==> src/verilog/ltu_pkg.sv <==
/*
  constants for the logic trigger unit: register offsets, field
  positions, encodings, reset values and timing counts.
  assumes a 250 MHz core clock and a byte-addressed register port.
*/
package ltu_pkg;
  // ----------------------------------------------------------------
  // clock and timing
  // ----------------------------------------------------------------
  localparam int CLK_PERIOD_NS = 4;
  localparam int HOLDOFF_MIN_NS = 250;
  localparam longint HOLDOFF_MAX_S = 12;
  localparam int SH_SUM_MIN_NS = 2;
  localparam int HOLDOFF_MIN_CYC =
    (HOLDOFF_MIN_NS + CLK_PERIOD_NS - 1) / CLK_PERIOD_NS;
  localparam longint HOLDOFF_MAX_CYC =
    HOLDOFF_MAX_S * 64'd1000000000 / CLK_PERIOD_NS;
  localparam int SH_SUM_MIN_RAW =
    (SH_SUM_MIN_NS + CLK_PERIOD_NS - 1) / CLK_PERIOD_NS;
  localparam int SH_SUM_MIN_CYC = (SH_SUM_MIN_RAW < 1) ? 1 : SH_SUM_MIN_RAW;
  // ----------------------------------------------------------------
  // register offsets
  // ----------------------------------------------------------------
  localparam logic [7:0] REG_CTRL = 8'h00;
  localparam logic [7:0] REG_PRECOND = 8'h04;
  localparam logic [7:0] REG_SRCSEL = 8'h08;
  localparam logic [7:0] REG_SETUP = 8'h0C;
  localparam logic [7:0] REG_HOLD = 8'h10;
  localparam logic [7:0] REG_QUAL = 8'h14;
  localparam logic [7:0] REG_HOLDOFF = 8'h18;
  localparam logic [7:0] REG_AUTOWAIT = 8'h1C;
  localparam logic [7:0] REG_THRESH = 8'h20;
  localparam logic [7:0] REG_SHLEVEL = 8'h24;
  localparam logic [7:0] REG_STATUS = 8'h28;
  // ----------------------------------------------------------------
  // control fields
  // ----------------------------------------------------------------
  localparam int CTRL_CLASS_LSB = 0;
  localparam int CTRL_FUNC_LSB = 2;
  localparam int CTRL_WHEN_LSB = 4;
  localparam int CTRL_EDGE_BIT = 6;
  localparam int CTRL_AUTO_BIT = 7;
  localparam int CTRL_RUN_BIT = 8;
  localparam int SRC_DATA_LSB = 0;
  localparam int SRC_CLK_LSB = 2;
  // ----------------------------------------------------------------
  // encodings
  // ----------------------------------------------------------------
  localparam logic [1:0] CLASS_PATTERN = 2'h0;
  localparam logic [1:0] CLASS_STATE = 2'h1;
  localparam logic [1:0] CLASS_SETUP_HOLD = 2'h2;
  localparam logic [1:0] FUNC_AND = 2'h0;
  localparam logic [1:0] FUNC_NAND = 2'h1;
  localparam logic [1:0] FUNC_OR = 2'h2;
  localparam logic [1:0] FUNC_NOR = 2'h3;
  localparam logic [1:0] WHEN_RISE_TRUE = 2'h0;
  localparam logic [1:0] WHEN_FALL_FALSE = 2'h1;
  localparam logic [1:0] WHEN_TRUE_LESS = 2'h2;
  localparam logic [1:0] WHEN_TRUE_MORE = 2'h3;
  localparam logic [1:0] PRE_DONT_CARE = 2'h0;
  localparam logic [1:0] PRE_HIGH = 2'h1;
  localparam logic [1:0] PRE_LOW = 2'h2;
  // ----------------------------------------------------------------
  // reset values
  // ----------------------------------------------------------------
  localparam logic [8:0] CTRL_RST = 9'h000;
  localparam logic [7:0] PRECOND_RST = 8'h00;
  localparam logic [3:0] SRCSEL_RST = 4'h4;
  localparam logic [15:0] SETUP_RST = 16'h0001;
  localparam logic [15:0] HOLD_RST = 16'h0001;
  localparam logic [23:0] QUAL_RST = 24'h000100;
  localparam logic [31:0] HOLDOFF_RST = 32'h0000003F;
  localparam logic [31:0] AUTOWAIT_RST = 32'h00100000;
  localparam logic [7:0] THRESH_RST = 8'h80;
  localparam logic [15:0] AGE_MAX = 16'hFFFF;
endpackage : ltu_pkg
==> src/verilog/ltu_core.sv <==
/*
  logic trigger unit: pattern, state and setup/hold trigger classes
  over four thresholded channels, with holdoff and auto mode.
  assumes the channel bits come from comparators outside the core
  clock domain, and a single-cycle register port master.
*/
// Our own choices: the placing of the registers and the strobed register port.
`timescale 1ns/100ps
module ltu_core #(
  parameter logic [31:0] HOLDOFF_MAX = 32'(ltu_pkg::HOLDOFF_MAX_CYC)
) (
  // clock and reset
  input wire logic core_clk,
  input wire logic nrst,
  // register port
  input wire logic [7:0] regAddr,
  input wire logic [31:0] regWrData,
  input wire logic regWr,
  input wire logic regRd,
  output logic [31:0] regRdData,
  // thresholded channels
  input wire logic [3:0] chIn,
  // comparator levels, channel i+1 in bits 8i+7:8i
  output logic [31:0] chLevel,
  // trigger outputs
  output logic trigPulse,
  output logic acqStart
);
  // ----------------------------------------------------------------
  // registers
  // ----------------------------------------------------------------
  logic [8:0] ctrl;
  logic [7:0] precond;
  logic [3:0] srcSel;
  logic [15:0] setupT;
  logic [15:0] holdT;
  logic [23:0] qualT;
  logic [31:0] holdoffT;
  logic [31:0] autoWait;
  logic [31:0] thresh;
  logic [15:0] shLevel;
  logic [15:0] trigCount;

  wire logic [1:0] cls = ctrl[ltu_pkg::CTRL_CLASS_LSB +: 2];
  wire logic [1:0] func = ctrl[ltu_pkg::CTRL_FUNC_LSB +: 2];
  wire logic [1:0] whenSel = ctrl[ltu_pkg::CTRL_WHEN_LSB +: 2];
  wire logic edgeFall = ctrl[ltu_pkg::CTRL_EDGE_BIT];
  wire logic autoMode = ctrl[ltu_pkg::CTRL_AUTO_BIT];
  wire logic run = ctrl[ltu_pkg::CTRL_RUN_BIT];
  wire logic [1:0] dataSel = srcSel[ltu_pkg::SRC_DATA_LSB +: 2];
  wire logic [1:0] clkSel = srcSel[ltu_pkg::SRC_CLK_LSB +: 2];

  wire logic wrSetup = regWr && regAddr == ltu_pkg::REG_SETUP;
  wire logic wrHold = regWr && regAddr == ltu_pkg::REG_HOLD;
  wire logic signed [17:0] sumMin = 18'(ltu_pkg::SH_SUM_MIN_CYC);
  wire logic signed [17:0] newS = 18'(signed'(regWrData[15:0]));
  wire logic signed [17:0] newH = 18'(signed'(regWrData[15:0]));
  wire logic signed [17:0] curS = 18'(signed'(setupT));
  wire logic signed [17:0] curH = 18'(signed'(holdT));
  // a write that breaks the minimum sum drags the other time along
  wire logic fixHold = wrSetup && (newS + curH < sumMin);
  wire logic fixSetup = wrHold && (curS + newH < sumMin);
  wire logic [17:0] adjHold = 18'(sumMin - newS);
  wire logic [17:0] adjSetup = 18'(sumMin - newH);

  always_ff @(posedge core_clk) begin
    if (!nrst) begin
      ctrl <= ltu_pkg::CTRL_RST;
      precond <= ltu_pkg::PRECOND_RST;
      srcSel <= ltu_pkg::SRCSEL_RST;
      setupT <= ltu_pkg::SETUP_RST;
      holdT <= ltu_pkg::HOLD_RST;
      qualT <= ltu_pkg::QUAL_RST;
      holdoffT <= ltu_pkg::HOLDOFF_RST;
      autoWait <= ltu_pkg::AUTOWAIT_RST;
      thresh <= {4{ltu_pkg::THRESH_RST}};
      shLevel <= {2{ltu_pkg::THRESH_RST}};
    end else if (regWr) begin
      case (regAddr)
        ltu_pkg::REG_CTRL: ctrl <= regWrData[8:0];
        ltu_pkg::REG_PRECOND: precond <= regWrData[7:0];
        ltu_pkg::REG_SRCSEL: srcSel <= regWrData[3:0];
        ltu_pkg::REG_SETUP: begin
          setupT <= regWrData[15:0];
          if (fixHold) holdT <= adjHold[15:0];
        end
        ltu_pkg::REG_HOLD: begin
          holdT <= regWrData[15:0];
          if (fixSetup) setupT <= adjSetup[15:0];
        end
        ltu_pkg::REG_QUAL: qualT <= regWrData[23:0];
        ltu_pkg::REG_HOLDOFF: holdoffT <= regWrData;
        ltu_pkg::REG_AUTOWAIT: autoWait <= regWrData;
        ltu_pkg::REG_THRESH: thresh <= regWrData;
        ltu_pkg::REG_SHLEVEL: shLevel <= regWrData[15:0];
        default: ;
      endcase
    end
  end

  // ----------------------------------------------------------------
  // channel synchronisers and edge history
  // ----------------------------------------------------------------
  logic [3:0] chMeta;
  logic [3:0] chSync;
  logic [3:0] chPrev;
  always_ff @(posedge core_clk) begin
    if (!nrst) begin
      chMeta <= 4'h0;
      chSync <= 4'h0;
      chPrev <= 4'h0;
    end else begin
      chMeta <= chIn;
      chSync <= chMeta;
      chPrev <= chSync;
    end
  end

  // ----------------------------------------------------------------
  // precondition matching and logic function
  // ----------------------------------------------------------------
  wire logic isPattern = cls == ltu_pkg::CLASS_PATTERN;
  wire logic isState = cls == ltu_pkg::CLASS_STATE;
  wire logic isSh = cls == ltu_pkg::CLASS_SETUP_HOLD;
  logic [3:0] met;
  logic [3:0] care;
  genvar gi;
  generate
    for (gi = 0; gi < 4; gi++) begin : g_ch
      wire logic [1:0] pc = precond[2*gi +: 2];
      assign met[gi] = (pc == ltu_pkg::PRE_HIGH && chSync[gi]) ||
        (pc == ltu_pkg::PRE_LOW && !chSync[gi]);
      // the fourth channel is the clock in state class
      assign care[gi] = (pc == ltu_pkg::PRE_HIGH ||
        pc == ltu_pkg::PRE_LOW) && !(isState && gi == 3);
      wire logic useClk = isSh && clkSel == 2'(gi);
      wire logic useData = isSh && dataSel == 2'(gi);
      wire logic [7:0] lvl = useClk ? shLevel[15:8] :
        useData ? shLevel[7:0] : thresh[8*gi +: 8];
      always_ff @(posedge core_clk) begin
        if (!nrst) chLevel[8*gi +: 8] <= ltu_pkg::THRESH_RST;
        else chLevel[8*gi +: 8] <= lvl;
      end
    end
  endgenerate

  wire logic allMet = &(met | ~care);
  wire logic anyMet = |(met & care);
  wire logic goesFalse = whenSel == ltu_pkg::WHEN_FALL_FALSE;
  wire logic [1:0] funcEff = goesFalse ? (func ^ 2'h1) : func;
  wire logic fVal =
    (funcEff == ltu_pkg::FUNC_AND) ? allMet :
    (funcEff == ltu_pkg::FUNC_NAND) ? !allMet :
    (funcEff == ltu_pkg::FUNC_OR) ? anyMet : !anyMet;

  // ----------------------------------------------------------------
  // holdoff and auto timer
  // ----------------------------------------------------------------
  logic [31:0] hoCnt;
  logic [31:0] autoCnt;
  wire logic hoDone = hoCnt == 32'h0;
  wire logic [31:0] hoMin = 32'(ltu_pkg::HOLDOFF_MIN_CYC);
  wire logic [31:0] hoEff = (holdoffT < hoMin) ? hoMin :
    (holdoffT > HOLDOFF_MAX) ? HOLDOFF_MAX : holdoffT;
  wire logic armed = run && hoDone;

  // ----------------------------------------------------------------
  // time-qualified pattern
  // ----------------------------------------------------------------
  logic fPrev;
  logic [23:0] trueCnt;
  wire logic qualMode = whenSel == ltu_pkg::WHEN_TRUE_LESS ||
    whenSel == ltu_pkg::WHEN_TRUE_MORE;
  wire logic fFell = fPrev && !fVal;
  wire logic qualOk = (whenSel == ltu_pkg::WHEN_TRUE_LESS) ?
    (trueCnt < qualT) : (trueCnt > qualT);
  wire logic patHit = qualMode ? (fFell && qualOk) : fVal;
  always_ff @(posedge core_clk) begin
    if (!nrst) begin
      fPrev <= 1'b0;
      trueCnt <= 24'h0;
    end else begin
      fPrev <= fVal;
      // counts true span from assertion; saturates on long pulses
      if (!fVal) trueCnt <= 24'h0;
      else if (trueCnt != 24'hFFFFFF) trueCnt <= trueCnt + 24'h1;
    end
  end

  // ----------------------------------------------------------------
  // state class
  // ----------------------------------------------------------------
  wire logic ch4Rise = chSync[3] && !chPrev[3];
  wire logic ch4Fall = !chSync[3] && chPrev[3];
  wire logic ch4Edge = edgeFall ? ch4Fall : ch4Rise;
  wire logic stateHit = ch4Edge && fVal;

  // ----------------------------------------------------------------
  // setup/hold class
  // ----------------------------------------------------------------
  logic [15:0] dtAge;
  logic [15:0] ceAge;
  logic clkSeen;
  wire logic dNow = chSync[dataSel];
  wire logic dOld = chPrev[dataSel];
  wire logic cNow = chSync[clkSel];
  wire logic cOld = chPrev[clkSel];
  wire logic dataEdge = dNow ^ dOld;
  wire logic clkEdge = edgeFall ? (cOld && !cNow) : (!cOld && cNow);
  wire logic [15:0] ageNow = dataEdge ? 16'h0 : dtAge;
  wire logic signed [17:0] sAge = signed'({2'b00, ageNow});
  wire logic signed [17:0] sCe = signed'({2'b00, ceAge});
  // zone runs from setup before the edge to hold after it; a negative
  // value pushes one end past the edge so the zone sits to one side
  wire logic preHit = clkEdge && sAge <= curS && sAge >= -curH;
  wire logic postHit = dataEdge && !clkEdge && clkSeen &&
    sCe >= 18'sd1 && sCe <= curH && sCe >= -curS;
  wire logic shHit = preHit || postHit;
  always_ff @(posedge core_clk) begin
    if (!nrst) begin
      dtAge <= ltu_pkg::AGE_MAX;
      ceAge <= ltu_pkg::AGE_MAX;
    end else begin
      if (dataEdge) dtAge <= 16'h1;
      else if (dtAge != ltu_pkg::AGE_MAX) dtAge <= dtAge + 16'h1;
      if (clkEdge) ceAge <= 16'h1;
      else if (ceAge != ltu_pkg::AGE_MAX) ceAge <= ceAge + 16'h1;
    end
  end

  // ----------------------------------------------------------------
  // trigger selection
  // ----------------------------------------------------------------
  wire logic classHit = isPattern ? patHit :
    isState ? stateHit : isSh ? shHit : 1'b0;
  wire logic trig = armed && classHit;
  wire logic autoForce = armed && autoMode && !trig &&
    autoCnt >= autoWait;
  wire logic acq = trig || autoForce;

  always_ff @(posedge core_clk) begin
    if (!nrst) begin
      hoCnt <= 32'h0;
      autoCnt <= 32'h0;
      clkSeen <= 1'b0;
      trigPulse <= 1'b0;
      acqStart <= 1'b0;
      trigCount <= 16'h0;
    end else begin
      trigPulse <= trig;
      // the pulse marks the clock edge itself for a before-edge hit
      acqStart <= acq;
      if (acq) hoCnt <= hoEff;
      else if (!hoDone) hoCnt <= hoCnt - 32'h1;
      if (acq || !run || !autoMode) autoCnt <= 32'h0;
      else if (autoCnt != 32'hFFFFFFFF) autoCnt <= autoCnt + 32'h1;
      // only edges seen with holdoff over may anchor a hold violation
      if (acq || !armed) clkSeen <= 1'b0;
      else if (clkEdge) clkSeen <= 1'b1;
      if (trig) trigCount <= trigCount + 16'h1;
    end
  end

  // ----------------------------------------------------------------
  // read port
  // ----------------------------------------------------------------
  wire logic [31:0] statusWord =
    {trigCount, 12'h0, fVal, !hoDone, cls};
  wire logic [31:0] rdMux =
    (regAddr == ltu_pkg::REG_CTRL) ? {23'h0, ctrl} :
    (regAddr == ltu_pkg::REG_PRECOND) ? {24'h0, precond} :
    (regAddr == ltu_pkg::REG_SRCSEL) ? {28'h0, srcSel} :
    (regAddr == ltu_pkg::REG_SETUP) ? {16'h0, setupT} :
    (regAddr == ltu_pkg::REG_HOLD) ? {16'h0, holdT} :
    (regAddr == ltu_pkg::REG_QUAL) ? {8'h0, qualT} :
    (regAddr == ltu_pkg::REG_HOLDOFF) ? holdoffT :
    (regAddr == ltu_pkg::REG_AUTOWAIT) ? autoWait :
    (regAddr == ltu_pkg::REG_THRESH) ? thresh :
    (regAddr == ltu_pkg::REG_SHLEVEL) ? {16'h0, shLevel} :
    (regAddr == ltu_pkg::REG_STATUS) ? statusWord : 32'h0;
  always_ff @(posedge core_clk) begin
    if (!nrst) regRdData <= 32'h0;
    else regRdData <= regRd ? rdMux : 32'h0;
  end
endmodule : ltu_core

==> config.mk <==
export PLATFORM = sky130hd
export DESIGN_NAME = ltu_core
export DESIGN_NICKNAME = d
export VERILOG_FILES = /design/src/verilog/ltu_pkg.sv /design/src/verilog/ltu_core.sv
export SDC_FILE = /design/constraint.sdc
export NUM_CORES = 1
export LEC_CHECK = 0
export BUFFER_PORTS_ARGS = -buffer_cell sky130_fd_sc_hd__buf_2
export CELL_PAD_IN_SITES_DETAIL_PLACEMENT = 0
export CELL_PAD_IN_SITES_GLOBAL_PLACEMENT = 1
export CORE_AREA = 2 2 306 187
export CTS_CLUSTER_DIAMETER = 200
export CTS_CLUSTER_SIZE = 28
export DETAILED_ROUTE_END_ITERATION = 10
export DIE_AREA = 0 0 308 189
export GPL_TIMING_DRIVEN = 0
export PLACE_DENSITY = 0.77
export SYNTH_ARGS = -nofsm -noshare
export SYNTH_HDL_FRONTEND = slang
export SYNTH_SLANG_ARGS = --single-unit
==> constraint.sdc <==
create_clock -name core_clk -period 3.5 [get_ports core_clk]
set_input_delay 0.175 -clock core_clk [delete_from_list [all_inputs] [get_ports core_clk]]
set_output_delay 0.175 -clock core_clk [all_outputs]
set_load 0.03 [all_outputs]
==> impl_metrics.py <==
metrics = {
    "power": {
        "p_leak_uw": 0.01028,
        "cellPowerDensity_mw_per_mm2": 400.2,
        "peakVddDrop_uv": 340.3,
        "power_uw": 11100,
    },
    "critical_path": {
        "cp.required_ns": 4.01,
        "path_cells": "buf_12, nor4_4, and2_4, nand2_4, nor3_4, xnor2_2, ha_1, a21o_1, a21o_1, a21o_2, a221oi_4, o21ai_4, o211ai_4, buf_6, nand3_4, buf_8, nor2_4",
        "path_depth": 17,
        "rr_worst_depth": 17,
        "cp.arrival_ns": 4.60,
        "path_max_fanout": 8,
        "max_stage_delay_ns": 0.44,
        "cp_top_family": "compound AO/OA/AOI/OAI gates",
        "cp_num_buf_inv": 3,
        "critical_path_class": "reg -> reg",
        "crit_slowest_cell": "a221oi_4",
        "crit_top_cell": "a21o_1",
        "worstSetupEndpointType": "flop",
        "start_kind": "flop",
    },
    "logic_synthesis": {
        "synth_edf_count": 0,
        "synth_top_area_share_pct": 34.27,
        "synth_top_cell_by_area": "dfxtp_1",
        "postSynth.asyncResetShare_pct": 0,
        "synth_area_per_cell_um2": 8.088,
        "yosys.cell_count.top_type": "nand2_1",
        "syn_area_mm2": 0.02366,
        "syn_nets": 3146,
        "ys_warn_count": 0,
        "ys_types": 101,
        "synthTopCellsByArea": "dfxtp_1 34%, ha_1 9.0%, nand2_1 7.2%",
        "synth_seq_cells": 405,
        "synthFlopType": "dfxtp_1",
        "synthCells": 2925,
        "synth_common_cells": "456 x nand2_1, 405 x dfxtp_1, 263 x a21oi_1",
        "seq_area_frac_synth_pct": 34.27,
    },
    "drt": {
        "drt-total-wl_um": 98680,
        "drtPass1Iterations": 7,
        "ant_nets": 0,
        "vias": 23890,
        "route.detailed.drc": 0,
        "avgViaCountPerCell": 6.171,
        "drt_iter0_drc": 3773,
        "avgRoutedWirePerCell_um": 25.48,
    },
    "timing": {
        "rsz0062_at_grt": "yes",
        "slew_viol_final": 0,
        "skew_ns": 0.02772,
        "fmax_mhz": 244.6,
        "finalHoldViolations": 0,
        "worst_slack_ns": -0.5878,
        "setup_viol_count_final": 98,
        "fin_crit_sh_pct": 116.8,
        "worstMarginPinSlew_ns": 1.283,
        "slew_headroom_pct": 13.82,
        "min_period_ns": 4.088,
    },
    "clock_tree": {
        "clk_pin_slew_ns": 0.12,
        "clock_latency_ns": 0.57,
        "htreeDepth": 1,
        "numCtsBuffers": 18,
        "cts-root-buf": "clkbuf_16",
        "clockBufferDepth": 3,
        "cts.sinks": 405,
        "cts_tree": "done",
    },
    "global_routing": {
        "grt_use_met3_pct": 9.637,
        "grt_pass1_vias": 21490,
        "grtUsageMet2_pct": 40.87,
        "grt_overflow_total": 0,
        "antenna_found_initial": 4,
        "grt_util_all_layers_pct": 32.46,
        "grt_max_degree": 29,
        "grt_use_met1_pct": 52.25,
        "grt_busiest_layer": "met1",
        "grt_pass1_wl_um": 141700,
    },
    "status": {
        "violations": "negative setup slack",
        "status": "finished, violations left",
    },
    "placement": {
        "place_congestion": 1.003,
        "io_buffers": 112,
        "dp.cells": 3761,
        "hpwl_um": 75660,
    },
    "cells_and_area": {
        "final_cells": 3872,
        "ff_latch_area_mm2": 0.008173,
        "multiInputGateArea_mm2": 0.01544,
        "fillers": 5360,
        "final_nets": 3366,
        "area_growth_pct": 17.28,
        "drive_gt1_share_pct": 14.66,
    },
    "die": {
        "row_count": 67,
        "initial_utilization_pct": 42.76,
        "die_w_um": 308,
        "coreArea_mm2": 0.05533,
        "die_y_um": 189,
        "die_area_mm2": 0.05821,
        "io_pins": 114,
    },
    "job": {
        "max_cap_violations": 0,
    },
    "worst_hold_path": {
        "hold_path_class": "in -> reg",
        "min_delay_path_depth": 6,
    },
}
==> kinds of logic (layout without fill, tap and decap cells) <==
family                     Yosys count  in the layout  share of synthesized area, %
xor gates and xnor gates           166            166                         6.146
DFF                                405            405                         34.27
adders and majority gates          173            173                         9.213
buffers and inverters              295            514                         5.141
muxes                               70             70                         3.120
and+or+nand+nor                   1116           1116                         22.50
other                                0              3                             0
AOI/OAI and AO/OA                  700            701                         19.61
==> stage by stage <==
step	instance area [um2]	setup WS [ns]	hold WS [ns]	util [%]	TNS, ns
final	27750	-0.5878	0.2051	50.15	-44.94
after global routing	27740	-0.6214	0.2381	50.14	-48.15
after CTS	26880	-0.5453	0.1990	48.59	-35.60
after detailed placement	25260	-1.557	0.3878	45.65	-121.63
after global placement	25260	-1.418	0.3868	45.65	-112.72
after floorplan	23790	-0.03648	0.2992	-	-1.347
==> where the power goes <==
group | switching, uW | internal [uW] | leakage, uW
Combinational | 1840 | 1300 | 0.00675
Sequential | 480 | 4890 | 0.00329
Clock | 1600 | 998 | 0.000241
Total | 3920 | 7190 | 0.0103
==> flip-flops by register name (all words and copies together) (netlist names), 4 cells and up <==
register   cells
trueCnt       24
autoCnt       32
srcSel         4
ctrl           9
chPrev         4
hoCnt         32
chMeta         4
setupT        16
holdT         16
shLevel       16
dtAge         16
chSync         4
autoWait      32
chLevel       32
thresh        32
precond        8
regRdData     32
holdoffT      32
trigCount     16
qualT         24
ceAge         16
==> worst min-delay path: cells and delay by family <==
kind / cells / cell delay [ns]
mux: 1 / 0.06
simple gates: 3 / 0.26
buf+inv: 1 / 0.17
xor+xnor: 1 / 0.08
==> final timing paths <==
kind,startpoint,endpoint,slack [ns]
min,regWrData[3],holdT[4]$_SDFFE_PN0P_,0.21
max,setupT[2]$_SDFFE_PN0P_,autoCnt[16]$_SDFFE_PP0P_,-0.59
max reg2reg,setupT[2]$_SDFFE_PN0P_,autoCnt[16]$_SDFFE_PP0P_,-0.59
min reg2reg,chMeta[1]$_SDFF_PN0_,chSync[1]$_SDFF_PN0_,0.46
==> layout make-up <==
class	instances	share of cell area, %
Inverter	146	1.975
Tap cell	724	3.265
Timing Repair Buffer	206	5.240
Buffer	142	2.620
Multi-Input combinational cell	2226	55.65
Antenna cell	3	0.02706
Sequential cell	405	29.46
Clock buffer	19	1.714
Clock inverter	1	0.05862
==> routing by layer <==
metal / vias to the layer above / part of all wire (%)
met4: 0 / 2.1
met2: 1414 / 36
li1: 10830 / -
met3: 136 / 15
met5: - / 0
met1: 11520 / 47
==> placed cells by master, fill, tap and decap left out, types with 18 or more instances in the layout <==
cell             n
xor2_1          76
clkbuf_1       115
nor3_1          47
o211ai_1        19
nand2_1        452
nor2_4          21
nor4_1          18
buf_2          113
buf_6           33
clkbuf_16       20
nand3_1        104
a21oi_1        241
nand2b_1        27
xnor2_1         86
nand4_1         46
mux2i_1         67
a21o_1          32
buf_4           47
a211oi_1        45
and2_1          26
dfxtp_1        381
dlygate4sd3_1   21
o21ai_0         85
nor2_1         195
inv_1          142
ha_1           156
and3_1          18
a22oi_1         56
==> timing repair <==
item	4_1_cts	5_1_grt
gates resized for setup	157	152
buffers inserted	40	28
cloned	7	2
pin swaps	84	72
hold buffers	20	0
hold endpoints to repair	58	0
setup endpoints to repair	115	118
Power figures use the tool's default switching activity.
